`src/design/serial_consts.svh`:
```
`ifndef SERIAL_CONSTS_SVH
`define SERIAL_CONSTS_SVH

// System clock and derived rates, in Hz, and the receive oversample factor
`define CLK_HZ             50000000
`define MOD_CLK_HZ         4800
`define TIMEOUT_GAP_HZ     3200
`define BASE_BAUD          300
`define PLL_NOMINAL_HZ     38400
`define RX_OVERSAMPLE      16

// Register indices; byte address is four times the index
`define REG_IDX_CTRL       1'b0
`define REG_IDX_DATA       1'b1
`define REG_SEL_BIT        2
`define JUMPER_LSB         3
`define JUMPER_W           7

// Control port fields
`define CTRL_PATH_BIT      0
`define CTRL_STOP_BIT      1
`define CTRL_PLAYER_BIT    0
`define CTRL_RECORDER_BIT  1

// Status port fields
`define STAT_TX_EMPTY_BIT  7
`define STAT_DAV_BIT       6
`define STAT_OVERRUN_BIT   5
`define STAT_FRAMING_BIT   4

`endif

```
`src/design/serial_pkg.sv`:
```
package serial_pkg;

    typedef enum logic [1:0] {RX_IDLE, RX_START, RX_DATA, RX_STOP} rx_state_type;

    typedef struct packed {
        logic       tx_empty;
        logic       data_avail;
        logic       overrun;
        logic       framing;
        logic [3:0] spare;
    } status_type;

    typedef struct packed {
        logic path_select;
        logic stop_count;
        logic player_relay;
        logic recorder_relay;
    } ctrl_type;

endpackage

```
`src/design/serial_tx.sv`:
```
`timescale 1ns/1ps
module serial_tx (
    input  wire logic       clk_in,
    input  wire logic       reset_n_in,
    input  wire logic       load_in,
    input  wire logic [7:0] data_in,
    input  wire logic       bit_tick_in,
    input  wire logic       two_stop_in,
    output logic            serial_out,
    output logic            empty_out
);
    logic [7:0] hold_reg,   hold_next;
    logic       full_reg,   full_next;
    logic [8:0] frame_reg,  frame_next;
    logic [3:0] count_reg,  count_next;
    logic       serial_reg, serial_next;
    logic       take;

    // Holding buffer feeds the shifter; a load in the take cycle survives
    always_comb
    begin
        take        = bit_tick_in && count_reg == 4'h0 && full_reg;
        hold_next   = load_in ? data_in : hold_reg;
        full_next   = load_in ? 1'b1 : (take ? 1'b0 : full_reg);
        frame_next  = frame_reg;
        count_next  = count_reg;
        serial_next = serial_reg;
        if (take)
        begin
            serial_next = 1'b0;
            frame_next  = {1'b1, hold_reg};
            count_next  = two_stop_in ? 4'ha : 4'h9;
        end
        else if (bit_tick_in && count_reg != 4'h0)
        begin
            serial_next = frame_reg[0];
            frame_next  = {1'b1, frame_reg[8:1]};
            count_next  = count_reg - 4'h1;
        end
    end

    always_ff @(posedge clk_in or negedge reset_n_in)
    begin
        if (!reset_n_in)
        begin
            hold_reg   <= 8'h00;
            full_reg   <= 1'b0;
            frame_reg  <= 9'h1ff;
            count_reg  <= 4'h0;
            serial_reg <= 1'b1;
        end
        else
        begin
            hold_reg   <= hold_next;
            full_reg   <= full_next;
            frame_reg  <= frame_next;
            count_reg  <= count_next;
            serial_reg <= serial_next;
        end
    end

    assign serial_out = serial_reg;
    assign empty_out  = ~full_reg;
endmodule // serial_tx

```
`src/design/cassette_demod.sv`:
```
`timescale 1ns/1ps
module cassette_demod #(
    parameter int EDGE_TIMEOUT_CYCLES = 15625,
    parameter int PLL_NOMINAL_CYCLES  = 1302
) (
    input  wire logic       clk_in,
    input  wire logic       reset_n_in,
    input  wire logic       tape_in,
    input  wire logic [1:0] rate_in,
    output logic            data_out,
    output logic            rx_tick_out
);
    localparam int TW = $clog2(EDGE_TIMEOUT_CYCLES + 1);
    logic [2:0]    sq_reg,      sq_next;
    logic          edge_reg,    edge_next;
    logic [TW-1:0] tmo_reg,     tmo_next;
    logic          data_reg,    data_next;
    logic          half_reg,    half_next;
    logic          rec_reg,     rec_next;
    logic [15:0]   per_reg,     per_next;
    logic [11:0]   oper_reg,    oper_next;
    logic [11:0]   ocnt_reg,    ocnt_next;
    logic [3:0]    chain_reg,   chain_next;
    logic          tick_reg,    tick_next;
    logic          expired;
    logic          osc_tick;

    // Edge pulse, timeout, data flop, clock recovery and tracking oscillator
    always_comb
    begin
        sq_next   = {sq_reg[1:0], tape_in};
        edge_next = sq_reg[2] ^ sq_reg[1];
        expired   = tmo_reg == TW'(EDGE_TIMEOUT_CYCLES);
        tmo_next  = edge_reg ? '0 : (expired ? tmo_reg : tmo_reg + 1'b1);
        data_next = edge_reg ? ~expired : data_reg;
        half_next = half_reg;
        rec_next  = 1'b0;
        if (edge_reg)
        begin
            half_next = expired ? 1'b0 : ~half_reg;
            rec_next  = expired | half_reg;
        end
        // Period tracking stands in for the analogue loop filter
        per_next  = rec_reg ? 16'h0001 : (&per_reg ? per_reg : per_reg + 16'h0001);
        oper_next = oper_reg;
        if (rec_reg && per_reg[15:4] != 12'h000)
            oper_next = per_reg[15:4];
        osc_tick  = ocnt_reg + 12'h001 >= oper_reg;
        ocnt_next = (rec_reg || osc_tick) ? 12'h000 : ocnt_reg + 12'h001;
        chain_next = rec_reg ? 4'h0 : (osc_tick ? chain_reg + 4'h1 : chain_reg);
        unique case (rate_in)
            2'd0: tick_next = osc_tick && chain_reg[2:0] == 3'h7;
            2'd1: tick_next = osc_tick && chain_reg[1:0] == 2'h3;
            2'd2: tick_next = osc_tick && chain_reg[0];
            2'd3: tick_next = osc_tick;
        endcase
    end

    always_ff @(posedge clk_in or negedge reset_n_in)
    begin
        if (!reset_n_in)
        begin
            sq_reg    <= 3'h0;
            edge_reg  <= 1'b0;
            tmo_reg   <= '0;
            data_reg  <= 1'b1;
            half_reg  <= 1'b0;
            rec_reg   <= 1'b0;
            per_reg   <= 16'h0000;
            oper_reg  <= 12'(PLL_NOMINAL_CYCLES);
            ocnt_reg  <= 12'h000;
            chain_reg <= 4'h0;
            tick_reg  <= 1'b0;
        end
        else
        begin
            sq_reg    <= sq_next;
            edge_reg  <= edge_next;
            tmo_reg   <= tmo_next;
            data_reg  <= data_next;
            half_reg  <= half_next;
            rec_reg   <= rec_next;
            per_reg   <= per_next;
            oper_reg  <= oper_next;
            ocnt_reg  <= ocnt_next;
            chain_reg <= chain_next;
            tick_reg  <= tick_next;
        end
    end

    assign data_out    = data_reg;
    assign rx_tick_out = tick_reg;
endmodule // cassette_demod

```
`src/design/cassette_terminal_serial_port.sv`:
```
// Added by the designer: the register offsets and the APB interface to the registers.
`timescale 1ns/1ps
`include "serial_consts.svh"
module cassette_terminal_serial_port #(
    parameter int MOD_TICK_CYCLES     = `CLK_HZ / `MOD_CLK_HZ,
    parameter int BIT_CYCLES_BASE     = `CLK_HZ / `BASE_BAUD,
    parameter int EDGE_TIMEOUT_CYCLES = `CLK_HZ / `TIMEOUT_GAP_HZ,
    parameter int PLL_NOMINAL_CYCLES  = `CLK_HZ / `PLL_NOMINAL_HZ
) (
    input  wire logic        clk_in,
    input  wire logic        reset_n_in,
    input  wire logic        psel_in,
    input  wire logic        penable_in,
    input  wire logic        pwrite_in,
    input  wire logic [11:0] paddr_in,
    input  wire logic [31:0] pwdata_in,
    output logic      [31:0] prdata_out,
    output logic             pready_out,
    output logic             pslverr_out,
    input  wire logic [6:0]  jumper_direct_in,
    input  wire logic [2:0]  terminal_rate_in,
    input  wire logic [1:0]  cassette_rate_in,
    input  wire logic        terminal_rx_in,
    input  wire logic        tape_in,
    output logic             terminal_tx_out,
    output logic             tone_out,
    output logic             player_relay_out,
    output logic             recorder_relay_out
);
    localparam int CW = $clog2(BIT_CYCLES_BASE + 1);
    localparam int MW = $clog2(MOD_TICK_CYCLES + 1);
    localparam int SW = `JUMPER_W + 3 + 2 + 1;

    logic [SW-1:0]             sync_a_reg, sync_b_reg;
    logic [`JUMPER_W-1:0]      jumper_s;
    logic [2:0]                term_rate_s;
    logic [1:0]                cas_rate_s;
    logic                      term_rx_s;
    serial_pkg::ctrl_type      ctrl_reg, ctrl_next;
    logic                      pready_reg, pready_next;
    logic                      pslverr_reg, pslverr_next;
    logic [31:0]               prdata_reg, prdata_next;
    logic                      access, sel_data, match, done;
    logic                      tx_load, rd_data;
    serial_pkg::status_type    status;
    logic [CW-1:0]             tx_cnt_reg, tx_cnt_next;
    logic [CW-1:0]             rxt_cnt_reg, rxt_cnt_next;
    logic [CW-1:0]             tx_limit, rxt_limit;
    logic [2:0]                term_shift, tx_shift;
    logic                      tx_tick, rxt_tick;
    logic [MW-1:0]             mod_cnt_reg, mod_cnt_next;
    logic                      mod_tick;
    logic                      gate_reg, gate_next;
    logic                      tone_reg, tone_next;
    logic                      tx_serial, tx_empty;
    logic                      cas_data, cas_tick;
    logic                      rx_bit, rx_tick;
    serial_pkg::rx_state_type  rx_state_reg, rx_state_next;
    logic [3:0]                rx_cnt_reg, rx_cnt_next;
    logic [2:0]                rx_idx_reg, rx_idx_next;
    logic [7:0]                rx_shift_reg, rx_shift_next;
    logic [7:0]                rx_data_reg, rx_data_next;
    logic                      dav_reg, dav_next;
    logic                      ovr_reg, ovr_next;
    logic                      frm_reg, frm_next;
    logic                      rx_done;

    // Straps and the terminal line come from pins: two flops before use
    always_ff @(posedge clk_in or negedge reset_n_in)
    begin
        if (!reset_n_in)
        begin
            sync_a_reg <= SW'(1);                 // Line bit idles high: no false start
            sync_b_reg <= SW'(1);
        end
        else
        begin
            sync_a_reg <= {jumper_direct_in, terminal_rate_in, cassette_rate_in,
                           terminal_rx_in};
            sync_b_reg <= sync_a_reg;
        end
    end
    assign {jumper_s, term_rate_s, cas_rate_s, term_rx_s} = sync_b_reg;

    // Bus decode: one wait state, so read data is built before pready
    assign access   = psel_in && penable_in;
    assign sel_data = paddr_in[`REG_SEL_BIT] == `REG_IDX_DATA;
    assign match    = paddr_in[`JUMPER_LSB +: `JUMPER_W] == jumper_s;
    assign done     = access && pready_reg;
    assign tx_load  = done && pwrite_in && match && sel_data;
    assign rd_data  = done && !pwrite_in && match && sel_data;

    always_comb
    begin
        status            = '0;
        status.tx_empty   = tx_empty;
        status.data_avail = dav_reg;
        status.overrun    = ovr_reg;
        status.framing    = frm_reg;
        pready_next       = access && !pready_reg;
        pslverr_next      = access && !pready_reg && !match;
        prdata_next       = 32'h0000_0000;
        if (access && !pready_reg && match && !pwrite_in)
            prdata_next = sel_data ? {24'h00_0000, rx_data_reg}
                                   : {24'h00_0000, status};
        ctrl_next = ctrl_reg;
        if (done && pwrite_in && match && !sel_data)
        begin
            ctrl_next.path_select    = pwdata_in[`CTRL_PATH_BIT];
            ctrl_next.stop_count     = pwdata_in[`CTRL_STOP_BIT];
            ctrl_next.player_relay   = pwdata_in[`CTRL_PLAYER_BIT];
            ctrl_next.recorder_relay = pwdata_in[`CTRL_RECORDER_BIT];
        end
    end

    always_ff @(posedge clk_in or negedge reset_n_in)
    begin
        if (!reset_n_in)
        begin
            ctrl_reg    <= '0;
            pready_reg  <= 1'b0;
            pslverr_reg <= 1'b0;
            prdata_reg  <= 32'h0000_0000;
        end
        else
        begin
            ctrl_reg    <= ctrl_next;
            pready_reg  <= pready_next;
            pslverr_reg <= pslverr_next;
            prdata_reg  <= prdata_next;
        end
    end

    // Bit clocks: terminal strap saturates at 9600 baud
    always_comb
    begin
        term_shift   = term_rate_s > 3'd5 ? 3'd5 : term_rate_s;
        tx_shift     = ctrl_reg.path_select ? {1'b0, cas_rate_s} : term_shift;
        tx_limit     = CW'(BIT_CYCLES_BASE) >> tx_shift;
        rxt_limit    = (CW'(BIT_CYCLES_BASE) >> term_shift) >> 4;
        tx_tick      = tx_cnt_reg + 1'b1 >= tx_limit;
        rxt_tick     = rxt_cnt_reg + 1'b1 >= rxt_limit;
        tx_cnt_next  = tx_tick ? '0 : tx_cnt_reg + 1'b1;
        rxt_cnt_next = rxt_tick ? '0 : rxt_cnt_reg + 1'b1;
        mod_tick     = mod_cnt_reg + 1'b1 >= MW'(MOD_TICK_CYCLES);
        mod_cnt_next = mod_tick ? '0 : mod_cnt_reg + 1'b1;
        // Modulator: a one forces the gate high, a zero lets it toggle
        gate_next = gate_reg;
        tone_next = tone_reg;
        if (mod_tick)
        begin
            gate_next = tx_serial ? 1'b1 : ~gate_reg;
            if (tx_serial || gate_reg)
                tone_next = ~tone_reg;
        end
    end

    always_ff @(posedge clk_in or negedge reset_n_in)
    begin
        if (!reset_n_in)
        begin
            tx_cnt_reg  <= '0;
            rxt_cnt_reg <= '0;
            mod_cnt_reg <= '0;
            gate_reg    <= 1'b1;
            tone_reg    <= 1'b0;
        end
        else
        begin
            tx_cnt_reg  <= tx_cnt_next;
            rxt_cnt_reg <= rxt_cnt_next;
            mod_cnt_reg <= mod_cnt_next;
            gate_reg    <= gate_next;
            tone_reg    <= tone_next;
        end
    end

    serial_tx u_tx (
        .clk_in      (clk_in),
        .reset_n_in  (reset_n_in),
        .load_in     (tx_load),
        .data_in     (pwdata_in[7:0]),
        .bit_tick_in (tx_tick),
        .two_stop_in (ctrl_reg.stop_count),
        .serial_out  (tx_serial),
        .empty_out   (tx_empty)
    );

    cassette_demod #(
        .EDGE_TIMEOUT_CYCLES (EDGE_TIMEOUT_CYCLES),
        .PLL_NOMINAL_CYCLES  (PLL_NOMINAL_CYCLES)
    ) u_demod (
        .clk_in      (clk_in),
        .reset_n_in  (reset_n_in),
        .tape_in     (tape_in),
        .rate_in     (cas_rate_s),
        .data_out    (cas_data),
        .rx_tick_out (cas_tick)
    );

    // Receiver: input and clock both follow the path latch
    assign rx_bit  = ctrl_reg.path_select ? cas_data : term_rx_s;
    assign rx_tick = ctrl_reg.path_select ? cas_tick : rxt_tick;

    always_comb
    begin
        rx_state_next = rx_state_reg;
        rx_cnt_next   = rx_cnt_reg;
        rx_idx_next   = rx_idx_reg;
        rx_shift_next = rx_shift_reg;
        rx_data_next  = rx_data_reg;
        rx_done       = 1'b0;
        frm_next      = frm_reg;
        if (rx_tick)
        begin
            rx_cnt_next = rx_cnt_reg + 4'h1;
            unique case (rx_state_reg)
                serial_pkg::RX_IDLE:
                begin
                    rx_cnt_next = 4'h0;
                    if (!rx_bit)
                        rx_state_next = serial_pkg::RX_START;
                end
                serial_pkg::RX_START:
                    if (rx_cnt_reg == 4'h7)
                    begin
                        rx_cnt_next   = 4'h0;
                        rx_idx_next   = 3'h0;
                        rx_state_next = rx_bit ? serial_pkg::RX_IDLE : serial_pkg::RX_DATA;
                    end
                serial_pkg::RX_DATA:
                    if (rx_cnt_reg == 4'hf)
                    begin
                        rx_shift_next = {rx_bit, rx_shift_reg[7:1]};
                        rx_idx_next   = rx_idx_reg + 3'h1;
                        if (rx_idx_reg == 3'h7)
                            rx_state_next = serial_pkg::RX_STOP;
                    end
                serial_pkg::RX_STOP:
                    if (rx_cnt_reg == 4'hf)
                    begin
                        rx_data_next  = rx_shift_reg;
                        rx_done       = 1'b1;
                        frm_next      = !rx_bit;
                        rx_state_next = serial_pkg::RX_IDLE;
                    end
            endcase
        end
        // A character landing in the read cycle keeps its flag set
        dav_next = rx_done ? 1'b1 : (rd_data ? 1'b0 : dav_reg);
        ovr_next = rx_done ? dav_reg : ovr_reg;
    end

    always_ff @(posedge clk_in or negedge reset_n_in)
    begin
        if (!reset_n_in)
        begin
            rx_state_reg <= serial_pkg::RX_IDLE;
            rx_cnt_reg   <= 4'h0;
            rx_idx_reg   <= 3'h0;
            rx_shift_reg <= 8'h00;
            rx_data_reg  <= 8'h00;
            dav_reg      <= 1'b0;
            ovr_reg      <= 1'b0;
            frm_reg      <= 1'b0;
        end
        else
        begin
            rx_state_reg <= rx_state_next;
            rx_cnt_reg   <= rx_cnt_next;
            rx_idx_reg   <= rx_idx_next;
            rx_shift_reg <= rx_shift_next;
            rx_data_reg  <= rx_data_next;
            dav_reg      <= dav_next;
            ovr_reg      <= ovr_next;
            frm_reg      <= frm_next;
        end
    end

    assign prdata_out         = prdata_reg;
    assign pready_out         = pready_reg;
    assign pslverr_out        = pslverr_reg;
    assign terminal_tx_out    = tx_serial;
    assign tone_out           = tone_reg;
    assign player_relay_out   = ctrl_reg.player_relay;
    assign recorder_relay_out = ctrl_reg.recorder_relay;
endmodule // cassette_terminal_serial_port

```
`config.mk`:
```
export PLATFORM = sky130hd
export DESIGN_NAME = cassette_terminal_serial_port
export DESIGN_NICKNAME = d
export VERILOG_FILES = /design/src/design/serial_pkg.sv /design/src/design/serial_tx.sv /design/src/design/cassette_demod.sv /design/src/design/cassette_terminal_serial_port.sv
export VERILOG_INCLUDE_DIRS = /design/src /design/src/design
export SDC_FILE = /design/constraint.sdc
export NUM_CORES = 1
export LEC_CHECK = 0
export BUFFER_PORTS_ARGS = -buffer_cell sky130_fd_sc_hd__buf_2
export CAP_MARGIN = 15
export CORE_ASPECT_RATIO = 0.75
export CORE_MARGIN = 8
export CORE_UTILIZATION = 42
export CTS_CLUSTER_DIAMETER = 40
export DETAILED_ROUTE_END_ITERATION = 6
export GPL_TIMING_DRIVEN = 0
export PLACE_DENSITY_LB_ADDON = 0.12
export REMOVE_ABC_BUFFERS = 1
export SETUP_SLACK_MARGIN = 0.1
export SYNTH_ARGS = -nofsm -noshare
export SYNTH_HDL_FRONTEND = slang
export SYNTH_SLANG_ARGS = --single-unit
```
`constraint.sdc`:
```
create_clock -name clk_in -period 7.8 [get_ports clk_in]
set_clock_uncertainty 0.2 [all_clocks]
set_input_delay 0.39 -clock clk_in [delete_from_list [all_inputs] [get_ports clk_in]]
set_output_delay 0.39 -clock clk_in [all_outputs]
set_load 0.05 [all_outputs]
```
==> impl_results.md <==
* Hold_buf cts at 25
* Initial antenna violation count at 0
* Distinct cells, synth at 70
* Worst-Skew Late Latency at 0.55 ns
* Vias in the first global route at 6934
* RSZ-0062 raised after global routing: no
* GR Overflow Total at 0
* Nets at 1201
* Synth top area cells: dfrtp_1 45%, ha_1 7.8%, dfstp_2 4.5%
* Largest net degree at the start of global routing at 98
* Setup violators final at 0
* Leak at 5.86 nW
* CP Cell Sequence: nand2_1 > o21ai_0 > inv_1 > ha_1 > and2_1 > a21oi_1 > ha_1 > a21oi_1 > o21ai_0 > o2111a_1 > o31a_1 > o32a_1 > a21boi_1 > o2bb2a_1
* Die Footprint at 30300 um2
* CTS Buf Count at 31
* Compound-Gate Fraction of Synth Area at 8.33%
* Vias at 7045
* Relative slew slack at 34.6%
* Max cap viols at 0
* Post-synthesis async set-or-reset flop share at 100%
* CP required at 8.09 ns
* I/O pin total at 101
* Cell Count Post-Placement at 1353
* Syn-to-layout area delta at 18.2%
* Crit. End Element: register
* Max Clock Freq at 205 MHz
* Vert. Die Dim at 153 um
* Cts repair resizes at 0
* Post-Syn Area at 10500 um2
* Overall power at 0.00325 W
* Slowest CP cell: dfrtp_1
* CTS tree: built
* Synth Flop Type: dfrtp_1
* Commonest non-fill, non-tap cells in the layout: 187 x dfrtp_1, 91 x nor2_1, 66 x nand2_1, 65 x ha_1, 47 x buf_2
* Fill count at 2233
* Max Transition Viols Final at 0
* N_diodes at 0
* Routed WL per cell at 14.2 um
* Starting Density at 42.4%
* Final HPWL DP at 14.0 mm
* CP Class: register to register
* Multiplexer area fraction after synthesis at 5.62%
* Final min period at 4.87 ns
* Mean area per synthesized cell at 10.6 um2
* Number of buffers added on ports at 48
* Worst Tran Pin Value at 0.976 ns
* H-tree levels at 1
* Largest family of logic cells by synthesized area: simple AND/OR/NAND/NOR gates
* Layout cells sized above 1 at 16.1%
* Hold WC Path Type: primary input to register
* Sink Count at 205
* Crit-path leading delay family: compound AO/OA/AOI/OAI gates
* Final Hold Viols at 0
* Status: complete, no violations
* Peak supply drop at 0.209 mV
* Post-synth EDFFs at 0
* # DRC at 0
* Setup bufs post-CTS at 0
* Multi-input logic area at 4990 um2
* Synth warn at 0
* Synth area leader: dfrtp_1
* Simple-Gate Fraction of Synth Area at 18.0%
* Tot GR Track Use at 13.6%
* Final ANT Viol Nets at 0
* Drt first pass iters at 5
* Clock Tree Root: clkbuf_16
* DRT iter0 DRCs at 281
* Post-synthesis sequential area ratio at 49.2%
* Sum Neg Setup Slack at 0 ns
* First-pass GRT wire length at 35.0 mm
* Crit-path max FO at 19
* Yosys reg bits at 205
* CP bufs+invs at 1
* Commonest non-fill, non-tap cell in the layout: dfrtp_1
* Core area at 24700 um2
* Crit path DAT at 5.16 ns
* Worst-path clk slew at 0.06 ns
* Top-area cell type share of the netlist area at 44.7%
* Adder-Cell Fraction of Synth Area at 7.76%
* Final Cycle Share at 62.5%
* Final Wtd Congestion at 0.778
* Max Root-Sink Buffers at 3
* Layout Cells excl Fill at 1436
* Total wire length at 20.3 mm
* Startpoint types: register
* Post-synthesis cell count at 988
* Die Width at 198 um
* Core Rows at 50
* CP peak stage delay at 0.82 ns
* Post-Synth XOR/XNOR Area at 6.85%
* Power density over the cells at 263 nW/um2
* Routed vias/inst at 4.91
* Register area at 5150 um2
==> synth_stat cells (3+ instances only) <==
library cell    n
nor2b_1        37
inv_1          37
nand3_1        38
ha_1           65
nor4_1         10
mux2i_1        12
a211oi_1        3
or2_2           5
and4_1          4
o22ai_1         8
dfstp_2        18
and2b_1         4
nor3_1         14
xor2_1         42
a2bb2oi_1       8
or3_1           8
nand2_1        66
a21o_1          7
nor2_1         91
and3_1         24
or4_1           4
mux2_4          8
buf_4          24
a31oi_1         9
and2_1         12
a21oi_1        29
dfrtp_1       187
clkbuf_1       25
o21ai_0        36
nand4_1        21
mux2_2         31
xnor2_1        40
nand2b_1       13
==> cell type report <==
type / count / share of cell area (%)
Timing Repair Buffer: 77 / 4.67
Clock inverter: 22 / 2.52
Sequential cell: 205 / 41.6
Multi-Input combinational cell: 721 / 40.3
Tap cell: 338 / 3.41
Clock buffer: 36 / 6.41
Inverter: 37 / 1.12
==> per-stage QoR <==
stage | util (%) | setup slack, ns | instance area (um2) | hold WS [ns]
floorplan | - | 3.53 | 10300 | -0.106
global route | 50.1 | 2.60 | 12400 | 0.0587
finish | 50.1 | 2.93 | 12400 | 0.0565
CTS | 50.1 | 2.91 | 12400 | 0.0325
detailed placement | 44.6 | 2.93 | 11000 | 0.0817
global placement | 44.3 | 2.48 | 10900 | 0.131
==> kinds of logic (layout without fill, tap and decap cells) <==
| kind of cell | count (synthesis) | after routing |
|---|---|---|
| and+or+nand+nor | 363 | 363 |
| xor gates and xnor gates | 82 | 82 |
| other | 1 | 28 |
| buffers and inverters | 89 | 172 |
| muxes | 51 | 51 |
| DFF | 205 | 205 |
| AOI/OAI and AO/OA | 132 | 132 |
| adders and majority gates | 65 | 65 |
==> path summary, 6_finish.rpt <==
| kind | startpoint | endpoint | slack [ns] | cells after the start |
|---|---|---|---|---|
| worst min-delay path | pwrite_in | prdata_out[4] | 0.06 | 3 |
| worst max-delay path | player_relay_out | u_tx.frame_reg[6] | 2.93 | 14 |
| worst max register to register | player_relay_out | u_tx.frame_reg[6] | 2.93 | 14 |
| worst min register to register | sync_a_reg[6] | sync_b_reg[6] | 0.12 | 0 |
| min in group asynchronous | reset_n_in | u_demod.tmo_reg[13] | 0.11 | 2 |
| max in group asynchronous | reset_n_in | u_demod.oper_reg[8] | 6.17 | 4 |
==> report_power, final <==
part | leakage [nW] | internal, W | switching, W | total, W
Combinational | 2.67 | 0.000226 | 0.000289 | 0.000516
Clock | 0.536 | 0.000941 | 0.000516 | 0.00146
Sequential | 2.65 | 0.00117 | 0.000107 | 0.00128
==> worst register-to-register path, delay by kind of cell, from the launching register on <==
kind	cells	cell delay [ns]
and+or+nand+nor	2	0.38
AOI/OAI and AO/OA	9	2.82
DFF	1	0.82
adders and majority gates	2	0.40
buffers and inverters	1	0.18
==> routing by layer <==
metal,vias to the layer above,global-route usage (%),routed length (um),part of all wire (%)
li1,3584,-,-,-
met5,-,0,0,0
met3,36,2.71,886,4.4
met1,3322,20.8,10800,53
met4,0,3.26,424,2.1
met2,103,19.4,8240,41
No activity file was read; power rests on OpenSTA's default activity.
